<file path="config.mk">
export PLATFORM = sky130hd
export DESIGN_NAME = emc_config_bank
export DESIGN_NICKNAME = d
export VERILOG_FILES = /design/src/verilog/emc_pkg.sv /design/src/verilog/emc_time_if.sv /design/src/verilog/emc_timebase.sv /design/src/verilog/emc_config_bank.sv
export SDC_FILE = /design/constraint.sdc
export NUM_CORES = 1
export LEC_CHECK = 0
export ABC_AREA = 1
export BUFFER_PORTS_ARGS = -buffer_cell sky130_fd_sc_hd__buf_4
export CELL_PAD_IN_SITES_DETAIL_PLACEMENT = 0
export CELL_PAD_IN_SITES_GLOBAL_PLACEMENT = 1
export CORE_AREA = 2 2 236 238
export DETAILED_ROUTE_END_ITERATION = 8
export DIE_AREA = 0 0 238 240
export GPL_TIMING_DRIVEN = 0
export PLACE_DENSITY_LB_ADDON = 0.12
export SLEW_MARGIN = 20
export SYNTH_ARGS = -nofsm -noshare
export SYNTH_HDL_FRONTEND = slang
export SYNTH_SLANG_ARGS = --single-unit
</file>
<file path="constraint.sdc">
create_clock -name CLOCK_IN -period 14.6 [get_ports CLOCK_IN]
set_clock_uncertainty 0.1 [all_clocks]
set_input_delay 3.65 -clock CLOCK_IN [delete_from_list [all_inputs] [get_ports CLOCK_IN]]
set_output_delay 3.65 -clock CLOCK_IN [all_outputs]
set_load 0.05 [all_outputs]
</file>
<file path="src/verilog/emc_pkg.sv">
package emc_pkg;

  // ----------------------------------------------------------------
  // Timing
  // ----------------------------------------------------------------
  localparam int CLK_PERIOD_NS = 20;
  localparam int LSB_NS = 25600;
  localparam int UNIT_CYC = (LSB_NS + CLK_PERIOD_NS - 1) / CLK_PERIOD_NS;
  localparam logic [10:0] UNIT_LAST = 11'(UNIT_CYC - 1);
  localparam int GAIN_STEP_NS = 204800;
  localparam int GAIN_STEP_UNITS = GAIN_STEP_NS / LSB_NS;
  localparam int TOL_SCALE = 10000;
  localparam int TOL_BP [4] = '{234, 540, 820, 1250};
  localparam int BW = 8;
  localparam int TW = 16;

  // ----------------------------------------------------------------
  // Register map
  // ----------------------------------------------------------------
  localparam logic [7:0] A_CTRL = 8'h00;
  localparam logic [7:0] A_LOG = 8'h04;
  localparam logic [7:0] A_MODE = 8'h08;
  localparam logic [7:0] A_NOM = 8'h0C;
  localparam logic [7:0] A_TXP = 8'h10;
  localparam logic [7:0] A_RXP = 8'h14;
  localparam logic [7:0] A_USER = 8'h18;
  localparam logic [7:0] A_STAT = 8'h28;
  localparam logic [7:0] A_RES = 8'h2C;
  localparam int USER_WORDS = 4;
  localparam logic [31:0] USER_TOP_MASK = 32'h00FF_FFFF;

  // ----------------------------------------------------------------
  // Field layouts and reset values
  // ----------------------------------------------------------------
  typedef struct packed {
    logic [5:0] pad3;
    logic [1:0] ringing_period_tolerance;
    logic [1:0] pad2;
    logic [5:0] drive_current_trim;
    logic [7:0] ringdown_watch_length;
    logic [1:0] pad1;
    logic [1:0] gain_ramp_filter_bw;
    logic [3:0] gain_ramp_begin;
  } emc_ctrl_s;

  typedef struct packed {
    logic [17:0] pad;
    logic [1:0] echo_log_interval;
    logic [11:0] echo_log_begin;
  } emc_log_s;

  typedef struct packed {
    logic [17:0] pad2;
    logic [5:0] flight_time_offset;
    logic [5:0] pad1;
    logic background_suppress_on;
    logic auto_carrier_tracking;
  } emc_mode_s;

  typedef struct packed {
    logic [24:0] pad;
    logic rx_nominal;
    logic used_ring;
    logic first_pend;
    logic log_on;
    logic ring_win;
    logic gain_on;
    logic measuring;
  } emc_stat_s;

  localparam logic [31:0] RST_CTRL = 32'h0000_0000;
  localparam logic [31:0] RST_LOG = 32'h0000_1000;
  localparam logic [31:0] RST_MODE = 32'h0000_0000;
  localparam logic [15:0] RST_PERIOD = 16'h03E8;

endpackage

</file>
<file path="src/verilog/emc_time_if.sv">
`timescale 1ns/10ps
interface emc_time_if;
  logic tick;
  logic measuring;
  logic [15:0] elapsed;
  modport src (output tick, output measuring, output elapsed);
  modport snk (input tick, input measuring, input elapsed);
endinterface

</file>
<file path="src/verilog/emc_timebase.sv">
`timescale 1ns/10ps
module emc_timebase
  import emc_pkg::*;
(
  // Clock and reset
  input wire logic clk_in,
  input wire logic rst_n_in,
  input wire logic ce_in,
  // Measurement framing
  input wire logic start_in,
  input wire logic stop_in,
  // Time out
  emc_time_if.src tb
);

  // ----------------------------------------------------------------
  // Unit counter
  // ----------------------------------------------------------------
  logic [10:0] cyc;
  logic measuring;
  logic [15:0] elapsed;
  wire unit_end = measuring && (cyc == UNIT_LAST);
  wire sat = &elapsed;

  assign tb.tick = unit_end;
  assign tb.measuring = measuring;
  assign tb.elapsed = elapsed;

  // A new start restarts the time base even inside a running measurement.
  always_ff @(posedge clk_in or negedge rst_n_in) begin
    if (!rst_n_in) begin
      cyc <= 11'h000;
      measuring <= 1'b0;
      elapsed <= 16'h0000;
    end else if (ce_in) begin
      if (start_in) begin
        cyc <= 11'h000;
        measuring <= 1'b1;
        elapsed <= 16'h0000;
      end else if (stop_in) begin
        measuring <= 1'b0;
      end else if (measuring) begin
        cyc <= unit_end ? 11'h000 : cyc + 11'h001;
        if (unit_end && !sat) begin
          elapsed <= elapsed + 16'h0001;
        end
      end
    end
  end

endmodule

</file>
<file path="src/verilog/emc_config_bank.sv">
`timescale 1ns/10ps
// Overview of operation
// - Gain ramp starts at code times 204.8 us
// - 120 user bits stored, never used internally
// - Echo logging starts at code times 25.6 us
// - Log period 25.6, 51.2, 102.4, 204.8 us
// - Tracking picks nominal or in-tolerance ringing period
// - Indirect measurement receives on nominal period
// - Suppress echo magnitude below noise background
// - Subtract offset from flight time before storing
module emc_config_bank
  import emc_pkg::*;
(
  // Clock, reset, enable
  input wire logic CLOCK_IN,
  input wire logic RESET_N_IN,
  input wire logic CE_IN,
  // Wishbone slave
  input wire logic WB_CYC_IN,
  input wire logic WB_STB_IN,
  input wire logic WB_WE_IN,
  input wire logic [7:0] WB_ADR_IN,
  input wire logic [3:0] WB_SEL_IN,
  input wire logic [31:0] WB_DAT_IN,
  output logic [31:0] WB_DAT_OUT,
  output logic WB_ACK_OUT,
  // Measurement events
  input wire logic MEAS_START_IN,
  input wire logic MEAS_STOP_IN,
  input wire logic INDIRECT_IN,
  input wire logic ECHO_DET_IN,
  input wire logic RING_VALID_IN,
  input wire logic [15:0] RING_PERIOD_IN,
  input wire logic [7:0] ECHO_MAG_IN,
  input wire logic [7:0] NOISE_LEVEL_IN,
  // Front end control
  output logic GAIN_RAMP_ON_OUT,
  output logic [1:0] GAIN_RAMP_BW_OUT,
  output logic RINGDOWN_WIN_OUT,
  output logic [5:0] DRIVE_TRIM_OUT,
  output logic LOG_SAMPLE_OUT,
  output logic [7:0] ECHO_MAG_OUT,
  output logic [15:0] TX_PERIOD_OUT,
  output logic [15:0] RX_PERIOD_OUT,
  output logic [15:0] TOF_OUT,
  output logic TOF_VALID_OUT
);

  // ----------------------------------------------------------------
  // Helpers
  // ----------------------------------------------------------------
  function automatic logic [31:0] merge(input logic [31:0] old, input logic [31:0] nw, input logic [3:0] sel);
    logic [31:0] r;
    r = old;
    for (int i = 0; i < 4; i++) begin
      if (sel[i]) begin
        r[i*BW +: BW] = nw[i*BW +: BW];
      end
    end
    return r;
  endfunction

  function automatic logic within_tol(input logic [15:0] nom, input logic [15:0] meas, input logic [1:0] code);
    logic [31:0] diff;
    diff = (meas > nom) ? 32'(meas - nom) : 32'(nom - meas);
    return (diff * 32'(TOL_SCALE)) < (32'(nom) * 32'(TOL_BP[code]));
  endfunction

  function automatic logic [15:0] sat_sub(input logic [15:0] a, input logic [15:0] b);
    return (a >= b) ? a - b : 16'h0000;
  endfunction

  // ----------------------------------------------------------------
  // Time base
  // ----------------------------------------------------------------
  emc_time_if tb ();

  emc_timebase emc_timebase_inst (
    .clk_in(CLOCK_IN),
    .rst_n_in(RESET_N_IN),
    .ce_in(CE_IN),
    .start_in(MEAS_START_IN),
    .stop_in(MEAS_STOP_IN),
    .tb(tb.src)
  );

  // ----------------------------------------------------------------
  // Bus decode
  // ----------------------------------------------------------------
  emc_ctrl_s ctrl;
  emc_log_s logr;
  emc_mode_s mode;
  emc_stat_s stat;
  logic [15:0] nom;
  logic [15:0] txp;
  logic [15:0] rxp;
  logic [31:0] user_mem [USER_WORDS];
  logic [15:0] tof;
  logic first_pend;
  logic ring_ok;
  logic [15:0] ring;
  logic used_ring;
  logic rx_nominal;

  wire [7:0] adr = {WB_ADR_IN[7:2], 2'b00};
  wire req = WB_CYC_IN && WB_STB_IN && !WB_ACK_OUT;
  wire wr = req && WB_WE_IN;
  wire wr_ctrl = wr && (adr == A_CTRL);
  wire wr_log = wr && (adr == A_LOG);
  wire wr_mode = wr && (adr == A_MODE);
  wire wr_nom = wr && (adr == A_NOM);
  wire wr_txp = wr && (adr == A_TXP);
  wire wr_rxp = wr && (adr == A_RXP);
  wire user_hit = (adr >= A_USER) && (adr < A_STAT);
  wire [1:0] user_idx = 2'((adr - A_USER) >> 2);
  wire wr_user = wr && user_hit;
  wire [31:0] user_mask = (user_idx == 2'(USER_WORDS - 1)) ? USER_TOP_MASK : 32'hFFFF_FFFF;
  wire [31:0] user_rd = user_mem[user_idx];

  wire [31:0] rd_mux =
    (adr == A_CTRL) ? ctrl :
    (adr == A_LOG) ? logr :
    (adr == A_MODE) ? mode :
    (adr == A_NOM) ? {16'h0000, nom} :
    (adr == A_TXP) ? {16'h0000, txp} :
    (adr == A_RXP) ? {16'h0000, rxp} :
    user_hit ? user_rd :
    (adr == A_STAT) ? stat :
    (adr == A_RES) ? {16'h0000, tof} : 32'h0000_0000;

  // ----------------------------------------------------------------
  // Registers
  // ----------------------------------------------------------------
  always_ff @(posedge CLOCK_IN or negedge RESET_N_IN) begin
    if (!RESET_N_IN) begin
      WB_ACK_OUT <= 1'b0;
      WB_DAT_OUT <= 32'h0000_0000;
      ctrl <= RST_CTRL;
      logr <= RST_LOG;
      mode <= RST_MODE;
      nom <= RST_PERIOD;
      txp <= RST_PERIOD;
      rxp <= RST_PERIOD;
    end else if (CE_IN) begin
      WB_ACK_OUT <= req;
      WB_DAT_OUT <= (req && !WB_WE_IN) ? rd_mux : 32'h0000_0000;
      if (wr_ctrl) ctrl <= merge(ctrl, WB_DAT_IN, WB_SEL_IN) & ~RST_CTRL;
      if (wr_log) logr <= merge(logr, WB_DAT_IN, WB_SEL_IN);
      if (wr_mode) mode <= merge(mode, WB_DAT_IN, WB_SEL_IN);
      if (wr_nom) nom <= 16'(merge({16'h0000, nom}, WB_DAT_IN, WB_SEL_IN));
      if (wr_txp) txp <= 16'(merge({16'h0000, txp}, WB_DAT_IN, WB_SEL_IN));
      if (wr_rxp) rxp <= 16'(merge({16'h0000, rxp}, WB_DAT_IN, WB_SEL_IN));
      // Pad bits are cleared in every enabled cycle so they always read as zero.
      ctrl.pad1 <= 2'b00;
      ctrl.pad2 <= 2'b00;
      ctrl.pad3 <= 6'h00;
      logr.pad <= 18'h00000;
      mode.pad1 <= 6'h00;
      mode.pad2 <= 18'h00000;
    end
  end

  // Marks that user word 0 holds a defined value, so its hold check never sees power-up junk.
  logic user0_set;

  always_ff @(posedge CLOCK_IN or negedge RESET_N_IN) begin
    if (!RESET_N_IN) begin
      user0_set <= 1'b0;
    end else if (CE_IN && wr_user && (user_idx == 2'b00)) begin
      user0_set <= 1'b1;
    end
  end

  // The user words are plain storage with no reset; nothing but the bus reads them.
  always_ff @(posedge CLOCK_IN) begin
    if (CE_IN && wr_user) begin
      user_mem[user_idx] <= merge(user_mem[user_idx], WB_DAT_IN, WB_SEL_IN) & user_mask;
    end
  end

  // ----------------------------------------------------------------
  // Measurement timing
  // ----------------------------------------------------------------
  wire [15:0] gain_at = 16'(32'(ctrl.gain_ramp_begin) * GAIN_STEP_UNITS);
  wire [15:0] log_at = {4'h0, logr.echo_log_begin};
  wire [15:0] log_mask = 16'((32'h1 << logr.echo_log_interval) - 32'h1);
  wire [15:0] unit_next = tb.elapsed + 16'h0001;
  wire [15:0] log_rel = unit_next - log_at;
  wire next_gain = tb.measuring && (tb.elapsed >= gain_at);
  wire next_ring_win = tb.measuring && (tb.elapsed < 16'(ctrl.ringdown_watch_length));
  wire log_on = tb.measuring && (tb.elapsed >= log_at);
  // Samples fall on the unit boundary being entered, so for a nonzero start code the first one lands exactly at that code.
  wire next_log = tb.tick && !MEAS_START_IN && !MEAS_STOP_IN && (unit_next >= log_at) &&
                  ((log_rel & log_mask) == 16'h0000);
  wire next_suppress = mode.background_suppress_on && (ECHO_MAG_IN < NOISE_LEVEL_IN);
  wire [15:0] next_tof = sat_sub(tb.elapsed, 16'(mode.flight_time_offset));

  // ----------------------------------------------------------------
  // Carrier selection
  // ----------------------------------------------------------------
  wire track = mode.auto_carrier_tracking;
  wire take_ring = track && !first_pend && ring_ok && within_tol(nom, ring, ctrl.ringing_period_tolerance);
  wire [15:0] next_tx = !track ? txp : (take_ring ? ring : nom);
  wire [15:0] next_rx = INDIRECT_IN ? nom : (track ? next_tx : rxp);

  assign stat = '{pad: 25'h0, rx_nominal: rx_nominal, used_ring: used_ring, first_pend: first_pend,
                  log_on: log_on, ring_win: RINGDOWN_WIN_OUT, gain_on: GAIN_RAMP_ON_OUT,
                  measuring: tb.measuring};

  always_ff @(posedge CLOCK_IN or negedge RESET_N_IN) begin
    if (!RESET_N_IN) begin
      GAIN_RAMP_ON_OUT <= 1'b0;
      GAIN_RAMP_BW_OUT <= 2'b00;
      RINGDOWN_WIN_OUT <= 1'b0;
      DRIVE_TRIM_OUT <= 6'h00;
      LOG_SAMPLE_OUT <= 1'b0;
      ECHO_MAG_OUT <= 8'h00;
      TX_PERIOD_OUT <= RST_PERIOD;
      RX_PERIOD_OUT <= RST_PERIOD;
      TOF_OUT <= 16'h0000;
      TOF_VALID_OUT <= 1'b0;
      tof <= 16'h0000;
      first_pend <= 1'b1;
      ring_ok <= 1'b0;
      ring <= 16'h0000;
      used_ring <= 1'b0;
      rx_nominal <= 1'b0;
    end else if (CE_IN) begin
      GAIN_RAMP_ON_OUT <= next_gain;
      GAIN_RAMP_BW_OUT <= ctrl.gain_ramp_filter_bw;
      RINGDOWN_WIN_OUT <= next_ring_win;
      DRIVE_TRIM_OUT <= ctrl.drive_current_trim;
      LOG_SAMPLE_OUT <= next_log;
      ECHO_MAG_OUT <= next_suppress ? 8'h00 : ECHO_MAG_IN;
      TOF_VALID_OUT <= ECHO_DET_IN && tb.measuring;
      if (ECHO_DET_IN && tb.measuring) begin
        TOF_OUT <= next_tof;
        tof <= next_tof;
      end
      if (RING_VALID_IN) begin
        ring <= RING_PERIOD_IN;
        ring_ok <= 1'b1;
      end
      if (MEAS_START_IN) begin
        TX_PERIOD_OUT <= next_tx;
        RX_PERIOD_OUT <= next_rx;
        used_ring <= take_ring;
        rx_nominal <= INDIRECT_IN;
      end
      // A new nominal period wins over the clear made by a start in the same cycle.
      if (wr_nom) begin
        first_pend <= 1'b1;
        // A ring sample arriving with the write is newer than the write, so it is kept.
        ring_ok <= RING_VALID_IN;
      end else if (MEAS_START_IN && track) begin
        first_pend <= 1'b0;
      end
    end
  end
endmodule

</file>
After elaboration in Yosys (flattened, before gate mapping). Memory sizes are Yosys's and may differ from the RTL's. Cells that the tools add are included.

Add/sub/neg operators: 8. Multiply operators: 2. Magnitude comparators: 11. Equality and inequality tests: 10. Shift-type cells: 1. Muxes and demuxes: 45. Bitwise operators: 3. Reduce and logical (&&, ||, !) cells: 64.

Operators with widths (number): 32-bit two-way mux (12); 16-bit two-way mux (11); 8-bit two-way mux (9); 32-bit binary-select mux with 2-bit select (1); 3-bit AND reduction (15); 11-bit two-way mux (4); 16-bit by 16-bit subtractor with 17-bit output (2); 32-bit bitwise AND (1); 16-bit by 12-bit >= comparator with 1-bit output (2); 32-bit < comparator (1); 16-bit by 32-bit multiplier with 32-bit output (1); 32-bit by 10-bit multiplier with 28-bit output, second input constant (1); 1-bit logical AND (28); 16-bit by 1-bit adder with 16-bit output, second input constant (1); 16-bit bitwise AND (1); 16-bit by 6-bit >= comparator with 1-bit output (1); 16-bit by 7-bit >= comparator with 1-bit output (1); 16-bit > comparator (1); 16-bit zero test (1); 16-bit by 8-bit < comparator with 1-bit output (1); 16-bit AND reduction (1); 1-bit by 2-bit left shift with 16-bit output, first input constant (1); 16-bit by 1-bit subtractor with 16-bit output, second input constant (1); 16-bit by 12-bit subtractor with 16-bit output (1); 21 further kinds (45).

Bits in registers: 241. Bits in writable memories: 128. Input bits: 87. Memories: 1.

Memories: user_mem (words 4, width 32, read ports 1, clocked after Yosys merged registers in 0, wr ports 1, RTL line emc_config_bank.sv:97) `logic [31:0] user_mem [USER_WORDS];`.

Logic depth before layout (Yosys ltp). Gate-level depths: netlist (run 1).

Word-level depth: 11. Depth in mapped cells: 51. Gate-level depth less buffers: 48.

By module. Synthesis (run 1) repeated with hierarchy kept, for this count alone.

Cell total of the unflattened synthesis: 3328. Area total of the unflattened synthesis: 28602.4 µm².

By module, submodules not included: emc_config_bank (instances 1, cells each 3081, area each 26833.2 µm², sequential area each 9213.8 µm²); emc_timebase (instances 1, cells each 247, area each 1769.2 µm², sequential area each 700.7 µm²).

Worst setup path before layout (run 1). Ideal clock, no wire load.

Path kind: register -> register. From: register ctrl[25] (netlist name). To: register RX_PERIOD_OUT[13]. Data arrival time: 7885 ps. Setup slack: 6549 ps. Cell stages (with the launch flop): 39. Path buffers: 4. Period minus slack after synthesis: 8051 ps. Cell sequence: dfrtp_1 -> clkbuf_1 -> buf_1 -> inv_1 -> ha_1 -> clkbuf_1 -> nor2_1 -> fa_1 -> fa_1 -> inv_1 -> fa_1 -> fa_1 -> inv_1 -> fa_1 -> fa_1 -> ha_1 -> a21oi_1 -> a21boi_0 -> [3 not listed] -> nand2_1 -> o211ai_1 -> a21oi_1 -> o21ai_0 -> xor2_1 -> ha_1 -> inv_1 -> nor3_1 -> a211oi_1 -> o2111ai_2 -> nor2_4 -> nand3_4 -> buf_6 -> nand2_2 -> nand3_2 -> nand2_1 -> nand2_1 -> nand2_1.

Word-level cells in the longest chain between the ends: 11.

RTL lines: start: declaration (RTL line emc_config_bank.sv:90) `emc_ctrl_s ctrl;`; start signal: assignment (RTL line emc_config_bank.sv:147) `if (wr_ctrl) ctrl <= merge(ctrl, WB_DAT_IN, WB_SEL_IN) & ~RST_CTRL;`; 2-bit inverter with 3-bit output (not written as such) (RTL line emc_config_bank.sv:66) `return (diff * 32'(TOL_SCALE)) < (32'(nom) * 32'(TOL_BP[code]));`; 32-bit binary-select mux with 2-bit select (RTL line emc_config_bank.sv:66); 32-bit two-way mux (not written as such) (2 in series) (RTL line emc_config_bank.sv:66); 16-bit by 32-bit multiplier with 32-bit output (RTL line emc_config_bank.sv:66); 32-bit < comparator (RTL line emc_config_bank.sv:66); 1-bit logical AND (RTL line emc_config_bank.sv:202) `wire take_ring = track && !first_pend && ring_ok && within_tol(nom, ring, ctrl.ringing_period_tolerance);`; 16-bit two-way mux (2 in series) (RTL line emc_config_bank.sv:203) `wire [15:0] next_tx = !track ? txp : (take_ring ? ring : nom);`; 16-bit two-way mux (2 in series) (RTL line emc_config_bank.sv:204) `wire [15:0] next_rx = INDIRECT_IN ? nom : (track ? next_tx : rxp);`; end signal: assignment (RTL line emc_config_bank.sv:246) `RX_PERIOD_OUT <= next_rx;`; end: declaration (RTL line emc_config_bank.sv:44) `output logic [15:0] RX_PERIOD_OUT,`.

No other way between the ends. The select of a mux whose other input is x is not followed. A chain may end at the register's enable or synchronous reset.

Worst setup path in the final report (run 1).
From: register nom[13]. To: register RX_PERIOD_OUT[8].

Word-level cells in the longest chain between the ends: 9. Elaborated cells between the ends (all ways): 12. Classes of those cells: 2 x add/sub; 2 x mul; 2 x order compare; 5 x mux; 1 x reduce/logical.

RTL lines: start: declaration (RTL line emc_config_bank.sv:94) `logic [15:0] nom;`; start signal: assignment (RTL line emc_config_bank.sv:150) `if (wr_nom) nom <= 16'(merge({16'h0000, nom}, WB_DAT_IN, WB_SEL_IN));`; 16-bit by 16-bit subtractor with 17-bit output / 16-bit > comparator (equally long branches) (RTL line emc_config_bank.sv:65) `diff = (meas > nom) ? 32'(meas - nom) : 32'(nom - meas);`; 32-bit two-way mux (RTL line emc_config_bank.sv:65); 32-bit by 10-bit multiplier with 28-bit output (RTL line emc_config_bank.sv:66); 32-bit < comparator (*) (RTL line emc_config_bank.sv:66); 1-bit logical AND (*) (RTL line emc_config_bank.sv:202); 16-bit two-way mux (*) (2 in series) (RTL line emc_config_bank.sv:203); 16-bit two-way mux (*) (2 in series) (RTL line emc_config_bank.sv:204).

Mark *: on every way between the ends. The rest lies on a longest branch, timed or not.

==> results.ini, run 1 <==
[placement]
hpwl_um=71400
port-buffer-count=183
place_ws_ns=4.52
place.gp.congestion=0.953

[clock_network]
clk_pin_slew_ns=0.06
cts_root_buf=clkbuf_16
h-tree-depth=2
cts_inserted_buffers=41
ctsHoldBuffers=0
clock_latency_ns=0.58
post_cts_buffers=0
cts.path.max_buffers=3
cts.sinks=369
cts_tree=done
cts_resized=0

[power_and_ir_drop]
leakagePower_uw=0.0159
powerDensity_nw_per_um2=270
peakVddDrop_mv=0.573
power_uw=8600

[critical_path]
worst-path-buf-inv=7
crit_required_ns=15.03
path_class=reg -> reg
cp_common_cell=ha_1
critPathSlowestCell=xnor2_1
crit_start=nom[13]
max_stage_delay_ns=0.70
worstReg2RegStart=nom[13]
cp-end-kind=register
cpLargestDelayFamily=adder cells
critPathMaxFanout=10
critPathLaunchType=register
cp_data_arrival_time_ns=10.55

[logic_synthesis]
yosysUniqueCellTypes=68
synth_top_flop_cell=dfrtp_1
async_flop_share_pct=65.3
netlist_instances=3179
yosysTopAreaCell=dfrtp_1
yosys_warnings=0
synth_area_leaders=dfrtp_1, edfxtp_1, ha_1
synth_area_sq_um=28000
ys_seq_area_share_pct=35.4
synth_top_area_share_pct=18.7
synth.avg_cell_area_sq_um=8.81
syn-num-nets=3709
synth_seq_cells=369
synth_edf_count=128

[floorplan]
die_area_sq_um=57100
die_w_um=238
die_y_um=240
design.core.area_sq_um=54700
io_pins=188
initial_utilization_pct=51.3
rows=86

[layout]
final_util_pct=58.2
drive_gt1_share_pct=10.6
area_growth_pct=13.5
diodes=0
fin_nets=3944

[route]
detail-route-antenna-nets=0
dr.first_iter.drc_count=1632
avgViaCountPerCell=5.60
drtPass1Iterations=6
routed_wirelength_um=88900
drc=0
wire_per_inst_um=21.4
num_vias=23253

[sta]
timing.fmax_mhz=98.8
max_slew_margin_pct=28.5
setup_viol=0
hold_violations=0
final_max_slew_viol_count=0
holdWs_ns=0.367
rsz0062_at_grt=no
max_slew.worst_pin.slew_ns=1.07
setup_tns_ns=0
worst_slack_ns=4.48
final.period_utilization_pct=69.3
fin_crit_ns=10.12

[grt]
grt_pass1_wl_um=136000
track_usage_pct=31.5
grt_pass1_vias=23241
overflow=0
grt_max_degree=93
antenna_found_initial=1

[flow_run]
maxCapViolCount=0

[worst_hold_path]
min_path_type=reg -> reg
hp-start=RX_PERIOD_OUT[8]

[outcome]
outcome=complete, no violations

[cell usage after synthesis (all sizes together) (2+ instances only)]
| master | number |
|---|---|
| inv | 479 |
| nand4 | 28 |
| nor3 | 18 |
| ha | 291 |
| a21boi | 8 |
| o211ai | 26 |
| o22ai | 29 |
| o32ai | 2 |
| o21ai | 229 |
| o31ai | 2 |
| a22oi | 44 |
| clkinv | 6 |
| dfstp | 32 |
| a21o | 17 |
| a31oi | 4 |
| mux2i | 3 |
| o21bai | 8 |
| nand2 | 694 |
| o2111ai | 10 |
| xnor2 | 38 |
| a211oi | 7 |
| a21oi | 217 |
| nor4 | 5 |
| o21a | 2 |
| a221oi | 12 |
| clkbuf | 79 |
| edfxtp | 128 |
| a32o | 3 |
| or2 | 2 |
| nand3 | 93 |
| fa | 152 |
| xor2 | 74 |
| a22o | 5 |
| nor2 | 185 |
| buf | 15 |
| o221ai | 11 |
| dlygate4sd3 | 2 |
| a31o | 2 |
| dfrtp | 209 |
[layer usage]
metal  GRT usage, %  vias up  share of wire (%)  wire, um
met5              0        -                  0         0
met4           12.3        0                4.0      3590
met3           6.95      177                8.3      7360
met2           51.1      874                 46     41000
met1           41.4    11217                 42     37000
li1               -    10985                  -         -
[flip-flops by register name, summed over array words and instances, names as in the netlist, 12 cells and up]
register	cells
TX_PERIOD_OUT	16
txp	16
ring	16
ctrl	22
log_at	12
rxp	16
RX_PERIOD_OUT	16
nom	16
tof	16
WB_DAT_OUT	32
user_mem	128
emc_timebase_inst.tb.elapsed	16
[cells in the final DEF, fill, tap and decap left out, types with 38 or more instances in the layout]
master / netlist / layout
nand2_1: 675 / 675
inv_1: 476 / 476
ha_1: 291 / 291
o21ai_0: 227 / 227
a21oi_1: 217 / 217
dfrtp_1: 209 / 209
buf_4: 4 / 189
nor2_1: 179 / 176
fa_1: 152 / 152
edfxtp_1: 128 / 128
nand3_1: 82 / 82
clkbuf_1: 66 / 79
xor2_1: 73 / 73
a22oi_1: 44 / 44
clkbuf_16: 0 / 41
xnor2_1: 38 / 38
[path summary, 6_finish.rpt]
kind / endpoint / slack (ns) / cells after the start
setup / recovery: RX_PERIOD_OUT[8] / 4.48 / 40
hold / removal: RX_PERIOD_OUT[8] / 0.37 / 2
hold reg to reg: RX_PERIOD_OUT[8] / 0.37 / 2
min in group asynchronous: RX_PERIOD_OUT[12] / 2.89 / 1
max in group asynchronous: logr[12] / 10.17 / 3
setup reg to reg: RX_PERIOD_OUT[8] / 4.48 / 40
[logic make-up (layout without fill, tap and decap cells)]
group / count (synthesis) / in the layout / synth area share (%)
muxes: 3 / 3 / 0.107
xor gates and xnor gates: 112 / 112 / 3.53
DFF: 369 / 369 / 35.4
buffers and inverters: 581 / 849 / 8.41
and+or+nand+nor: 1027 / 1027 / 15.3
AOI/OAI and AO/OA: 644 / 644 / 13.4
adders and majority gates: 443 / 443 / 23.9
[through the flow]
step	instance area, sq um	cells
2_1_floorplan	28000	3179
3_3_place_gp	30300	4066
3_5_place_dp	30500	4075
4_1_cts	31800	4151
5_1_grt	31800	4151
6_report	31800	4151
[worst reg2reg max path, delay by kind of cell, from the launching register on]
family | cells | cell delay (ns)
AO/OA/AOI/OAI | 9 | 1.80
AND/OR/NAND/NOR | 13 | 1.97
buffers and inverters | 7 | 1.32
XOR/XNOR | 3 | 1.06
flip-flops | 1 | 0.67
adder cells (fa/ha/maj) | 8 | 3.18
[final cells by class]
| class | instances | area (sq um) |
|---|---|---|
| Buffer | 96 | 534 |
| Fill cell | 5011 | 22900 |
| Timing Repair Buffer | 192 | 1550 |
| Multi-Input combinational cell | 2229 | 15800 |
| Sequential cell | 369 | 9910 |
| Tap cell | 704 | 881 |
| Inverter | 485 | 1820 |
| Clock inverter | 17 | 176 |
| Clock buffer | 59 | 1140 |
[power breakdown]
group,internal [uW],switching [uW],leakage [uW]
logic,2590,3820,0.0110
clock network,572,441,0.000650
registers,1130,45.8,0.00428
(Power assumes the default switching activity.)
==> run 2, diff against run 1 <==
- ABC_AREA: 1 -> 0
- CORE_AREA: 2 2 236 238 -> 2 2 253 255
- DIE_AREA: 0 0 238 240 -> 0 0 255 257
- clock period: 14.6 -> 8.2 ns (I/O delays scaled with it)
==> results.ini, run 2 <==
[logic_synthesis]
ys_seq_area_share_pct=35.4  ; about the same
yosys.area_share.adder_pct=23.9  ; about the same
synth-simple-area-share_pct=10.1  ; -5.2 points
synth-xor-area-share_pct=3.53  ; +0.0062 points
yosysUniqueCellTypes=83  ; +22%
synth_top_area_share_pct=18.7  ; about the same
muxShareOfSynthArea_pct=9.22  ; +9.1 points
yosys_warnings=0  ; unchanged
synth_seq_cells=369  ; unchanged
syn-num-nets=3162  ; -15%
synth_area_sq_um=28000  ; about the same
synth_top_flop_cell=dfrtp_1
synth-compound-area-share_pct=12.5  ; -0.97 points
async_flop_share_pct=65.3  ; unchanged
yosysTopAreaCell=dfrtp_1
yosysMostFrequentCell=ha_1
synth_top_family_by_area=adder cells
synth_area_leaders=dfrtp_1, edfxtp_1, ha_1
synth_edf_count=128  ; unchanged
synth_common_cells=ha_1, inv_1, dfrtp_1
synth.avg_cell_area_sq_um=10.6  ; +21%
netlist_instances=2632  ; -17%

[critical_path]
cpLargestDelayFamily=adder cells
critPathSlowestCell=dfstp_4
cp-end-kind=register
worst-path-buf-inv=10  ; +3
cp_data_arrival_time_ns=10.22  ; -0.33 ns
critPathMaxFanout=10  ; unchanged
worstReg2RegEnd=RX_PERIOD_OUT[14]
crit_required_ns=8.55  ; -6.48 ns
max_stage_delay_ns=0.65  ; -0.05 ns
cp_common_cell=buf_12
critPathLaunchType=register
ff2ff_setup_slack_ns=-1.67  ; -6.15 ns
worstReg2RegStart=nom[6]
path_class=reg -> reg
rr_worst_depth=44  ; +10%

[grt]
overflow=0  ; unchanged
top_usage_layer=met2
grtUsageMet3_pct=2.67  ; -4.3 points
track_usage_pct=29.0  ; -2.5 points
grtUsageMet1_pct=36.2  ; -5.1 points
antenna_found_initial=0  ; -1
grt_pass1_vias=22259  ; -4.2%
gr-usage-met2_pct=50.8  ; -0.31 points
grt_max_degree=95  ; +2.2%
grt_pass1_wl_um=141000  ; +3.9%

[placement]
place.gp.congestion=0.952  ; -0.12%
hpwl_um=74900  ; +4.9%
port-buffer-count=179  ; -2.2%
place_ws_ns=-3.53  ; -8.05 ns

[route]
routed_wirelength_um=94700  ; +6.4%
drtPass1Iterations=5  ; -1
detail-route-antenna-nets=0  ; unchanged
avgViaCountPerCell=5.63  ; +0.43%
dr.first_iter.drc_count=1413  ; -13%
wire_per_inst_um=24.8  ; +16%
num_vias=21434  ; -7.8%
drc=0  ; unchanged

[clock_network]
ctsHoldBuffers=0  ; unchanged
cts_root_buf=clkbuf_16
clk_pin_slew_ns=0.06  ; about the same
h-tree-depth=2  ; unchanged
cts_inserted_buffers=38  ; -7.3%
cts_tree=done
cts.path.max_buffers=3  ; unchanged
clock_latency_ns=0.56  ; -0.02 ns
cts.sinks=369  ; unchanged

[floorplan]
initial_utilization_pct=44.6  ; -6.6 points
rows=92  ; +7.0%
die_y_um=257  ; +7.1%
io_pins=188  ; unchanged
die_w_um=255  ; +7.1%
die_area_sq_um=65500  ; +15%
design.core.area_sq_um=62700  ; +15%

[sta]
hold_violations=0  ; unchanged
fin_crit_ns=9.87  ; -0.249 ns
max_slew.worst_pin.slew_ns=1.11  ; +0.0430 ns
setup_viol=33  ; +33
max_slew_margin_pct=25.4  ; -3.1 points
worst_slack_ns=-1.67  ; -6.15 ns
timing.fmax_mhz=101  ; +2.5%
rsz0062_at_grt=yes
final_max_slew_viol_count=0  ; unchanged
holdWs_ns=0.390  ; +0.0229 ns
final.period_utilization_pct=120  ; +51 points

[worst_hold_path]
whs_endpoint=WB_DAT_OUT[8]
hp-start=WB_DAT_OUT[8]
min_path_cells=1  ; -1
min_path_type=reg -> reg

[layout]
largest_register_ffs=128  ; unchanged
fin_nets=3464  ; -12%
drive_gt1_share_pct=23.9  ; +13 points
top_register=user_mem
diodes=0  ; unchanged
area_growth_pct=20.0
layout_common_cells=ha_1, inv_1, buf_4
num-fill-cells=5630  ; +12%
layout_commonest_cell=ha_1
reg_top3=user_mem: 128 flops, WB_DAT_OUT: 32 flops, ctrl: 22 flops

[flow_run]
maxCapViolCount=0  ; unchanged

[outcome]
violations=negative setup slack
outcome=finished with violations

==> run 2: cell count changes after synthesis, sizes merged, moves of 32 or more <==
cell,previous run,this run
a21o,17,59
o21ai,229,143
and2,0,34
nand3,93,45
mux2,0,134
a21oi,217,110
mux4,0,32
nand2b,1,39
inv,479,275
mux2i,3,35
xor2,74,41
xnor2,38,72
nand2,694,173
==> run 2: worst max-delay path by stage <==
stage | cells after the start | startpoint | end | slack [ns]
finish | 44 | nom[6] | RX_PERIOD_OUT[14] | -1.67
global route | 45 | nom[5] | RX_PERIOD_OUT[14] | -1.97
floorplan | 38 | nom[8] | RX_PERIOD_OUT[5] | -0.83
detailed placement | 43 | nom[14] | RX_PERIOD_OUT[14] | -3.53
CTS | 42 | nom[9] | RX_PERIOD_OUT[14] | -1.68
global placement | 43 | nom[14] | RX_PERIOD_OUT[14] | -3.43
==> run 2: layer usage <==
layer	up-vias	routed length [um]
li1	9874	-
met1	10769	38600
met2	632	47300
met3	159	4010
met4	0	4740
met5	-	0
==> run 2: worst register-to-register path: cells and delay by family (launching register included) <==
family	cells	cell delay [ns]
flops	1	0.65
fa+ha+maj	8	2.68
compound gates	10	1.90
mux	1	0.31
xor+xnor	3	0.54
simple gates	12	2.14
buf+inv	10	1.44
==> run 2: kinds of logic (layout without fill, tap and decap cells) <==
group | Yosys count | count (layout)
simple gates | 599 | 599
compound gates | 528 | 528
fa+ha+maj | 443 | 443
buf+inv | 379 | 711
flops | 369 | 369
mux | 201 | 201
xor+xnor | 113 | 113
==> run 2: timing repair <==
| action | 4_1_cts | 5_1_grt |
|---|---|---|
| gates cloned | 1 | 0 |
| gates resized for setup | 133 | 26 |
| setup endpoints to repair | 33 | 33 |
| pin swaps | 60 | 40 |
| setup buffers | 53 | 22 |
==> run 2: stage by stage <==
step           util, %  setup TNS (ns)  std cells  instance area, sq um
2_1_floorplan        -          -24.21       2632                 28400
3_5_place_dp      49.4         -112.92       3668                 31000
6_report          53.6          -51.43       3810                 33600
3_3_place_gp      49.0         -140.42       3657                 30800
4_1_cts           53.1          -51.43       3789                 33300
5_1_grt           53.6          -61.22       3810                 33600
==> run 2: final cells by class <==
class                           count  area [sq um]  area share (%)
Buffer                             99           533            1.59
Inverter                          277          1080            3.21
Sequential cell                   369          9950            29.6
Multi-Input combinational cell   1884         17500            52.2
Clock inverter                     12           139           0.413
Clock buffer                       58          1120            3.32
Tap cell                          846          1060            3.15
Timing Repair Buffer              265          2190            6.52
Power of run 2 is not shown: default switching activity piles up to over one toggle a cycle in this logic, so the estimate is an artifact.
==> run 3, diff against run 2 <==
- ABC_AREA: 0 -> not set
- RECOVER_POWER: not set -> 50
==> results.ini, run 3 (synthesized netlist as in run 2, its figures left out) <==
[outcome]
outcome=finished with violations
violations=max-capacitance violations, max-slew violations, negative setup slack

[clock_network]
cts.sinks=369  ; unchanged
cts.path.max_buffers=3  ; unchanged
ctsHoldBuffers=0  ; unchanged
h-tree-depth=2  ; unchanged
cts_inserted_buffers=38  ; unchanged
cts_tree=done
cts_root_buf=clkbuf_16
clock_latency_ns=0.56  ; about the same
clk_pin_slew_ns=0.06  ; about the same

[layout]
top_register=user_mem
largest_register_ffs=128  ; unchanged
final-seq-area_sq_um=9950  ; unchanged
reg_top3=user_mem: 128 flops, WB_DAT_OUT: 32 flops, ctrl: 22 flops
diodes=0  ; unchanged
drive_gt1_share_pct=20.2  ; -3.7 points
layout_commonest_cell=ha_1
num-fill-cells=5738  ; +1.9%
multi_input_area_sq_um=17500  ; about the same
area_growth_pct=18.4
fin_nets=3464  ; unchanged
layout_common_cells=ha_1, inv_1, dfrtp_1

[critical_path]
cp_common_cell=buf_12
path_class=reg -> reg
cp-end-kind=register
critPathLaunchType=register
critPathSlowestCell=dfstp_4
max_stage_delay_ns=0.65  ; about the same
crit_start=nom[6]
crit_required_ns=8.56  ; about the same
cp_data_arrival_time_ns=10.22  ; about the same
critPathMaxFanout=10  ; unchanged
worstReg2RegStart=nom[6]

[route]
detail-route-antenna-nets=0  ; unchanged
num_vias=21568  ; +0.63%
drtPass1Iterations=6  ; +1
drc=0  ; unchanged
dr.first_iter.drc_count=1318  ; -6.7%
avgViaCountPerCell=5.66  ; +0.63%
routed_wirelength_um=94800  ; +0.12%
wire_per_inst_um=24.9  ; +0.12%

[worst_hold_path]
min_path_type=reg -> reg
hp-start=WB_DAT_OUT[8]

[grt]
grt_pass1_wl_um=141000  ; unchanged
track_usage_pct=29.0  ; unchanged
antenna_found_initial=0  ; unchanged
grt_pass1_vias=22259  ; unchanged
grt_max_degree=95  ; unchanged
overflow=0  ; unchanged

[sta]
fin_crit_ns=9.86  ; -0.00578 ns
max_slew.worst_pin.slew_ns=4.65  ; +3.54 ns
hold_violations=0  ; unchanged
final_max_slew_viol_count=246  ; +246
worst_slack_ns=-1.66  ; +0.00578 ns
holdWs_ns=0.389  ; -0.000217 ns
timing.fmax_mhz=101  ; about the same
rsz0062_at_grt=yes
final.period_utilization_pct=120  ; about the same
setup_viol=33  ; unchanged
max_slew_margin_pct=-210  ; -240 points

[placement]
place.gp.congestion=0.952  ; unchanged
hpwl_um=74900  ; unchanged
port-buffer-count=179  ; unchanged

[floorplan]
die_area_sq_um=65500  ; unchanged
die_y_um=257  ; unchanged
design.core.area_sq_um=62700  ; unchanged
initial_utilization_pct=44.6  ; unchanged
io_pins=188  ; unchanged
rows=92  ; unchanged
die_w_um=255  ; unchanged

[flow_run]
maxCapViolCount=3  ; +3

==> run 3: changes by cell type in the layout (fill, tap and decap cells not counted) <==
cell,change
buf_1,-4
buf_16,-2
buf_4,-103
buf_8,-1
clkbuf_1,+108
clkbuf_2,+2
mux2_1,+5
mux2_2,-5
nor4_1,+1
nor4_2,-1
o21ai_0,+1
o21ai_1,-1
==> run 3: critical path, delay by kind of cell (launching register included) <==
kind                     cells  cell delay [ns]
AND/OR/NAND/NOR             12             2.14
buffers and inverters       10             1.43
adder cells (fa/ha/maj)      8             2.67
multiplexers                 1             0.31
flip-flops                   1             0.65
XOR/XNOR                     3             0.54
AO/OA/AOI/OAI               10             1.88
==> run 3: per-stage QoR <==
stage | utilization (%) | cells | TNS, ns | setup WS, ns | instance area [sq um]
6_report | 52.9 | 3810 | -51.40 | -1.66 | 33200
5_1_grt | 52.9 | 3810 | -84.29 | -1.97 | 33200
4_1_cts | 53.1 | 3789 | -51.43 | -1.68 | 33300
3_5_place_dp | 49.4 | 3668 | -112.92 | -3.53 | 31000
3_3_place_gp | 49.0 | 3657 | -140.42 | -3.43 | 30800
2_1_floorplan | - | 2632 | -24.21 | -0.825 | 28400
==> run 3: repair_timing <==
action                     4_1_cts  5_1_grt
setup endpoints to repair       33       33
buffers inserted                53       22
pin swaps                       60       40
cloned                           1        0
gates resized for setup        133       26
==> run 3: metal layers <==
layer  wire length [um]  up-vias  track usage (%)
met2              47300      664             50.8
li1                   -     9883                -
met3               4350      167             2.67
met5                  0        -                0
met1              38200    10854             36.2
met4               4920        0             12.8
==> run 3: final cells by class <==
type,count,share of cell area (%)
multi-input combinational,1884,52.9
sequential,369,30.0
timing repair buffer,265,5.27
clock buffer,58,3.37
inverter,277,3.26
tap,846,3.19
buffer,99,1.61
clock inverter,12,0.419
==> run 3: final timing paths <==
path | endpoint | slack, ns | cells after the start
max | RX_PERIOD_OUT[14] | -1.66 | 44
min | WB_DAT_OUT[8] | 0.39 | 1
max reg2reg | RX_PERIOD_OUT[14] | -1.66 | 44
min reg2reg | WB_DAT_OUT[8] | 0.39 | 1
max in group asynchronous | nom[2] | 0.64 | 2
min in group asynchronous | emc_timebase_inst.tb.elapsed[9] | 3.06 | 1
Power of run 3 is left out for the same reason.
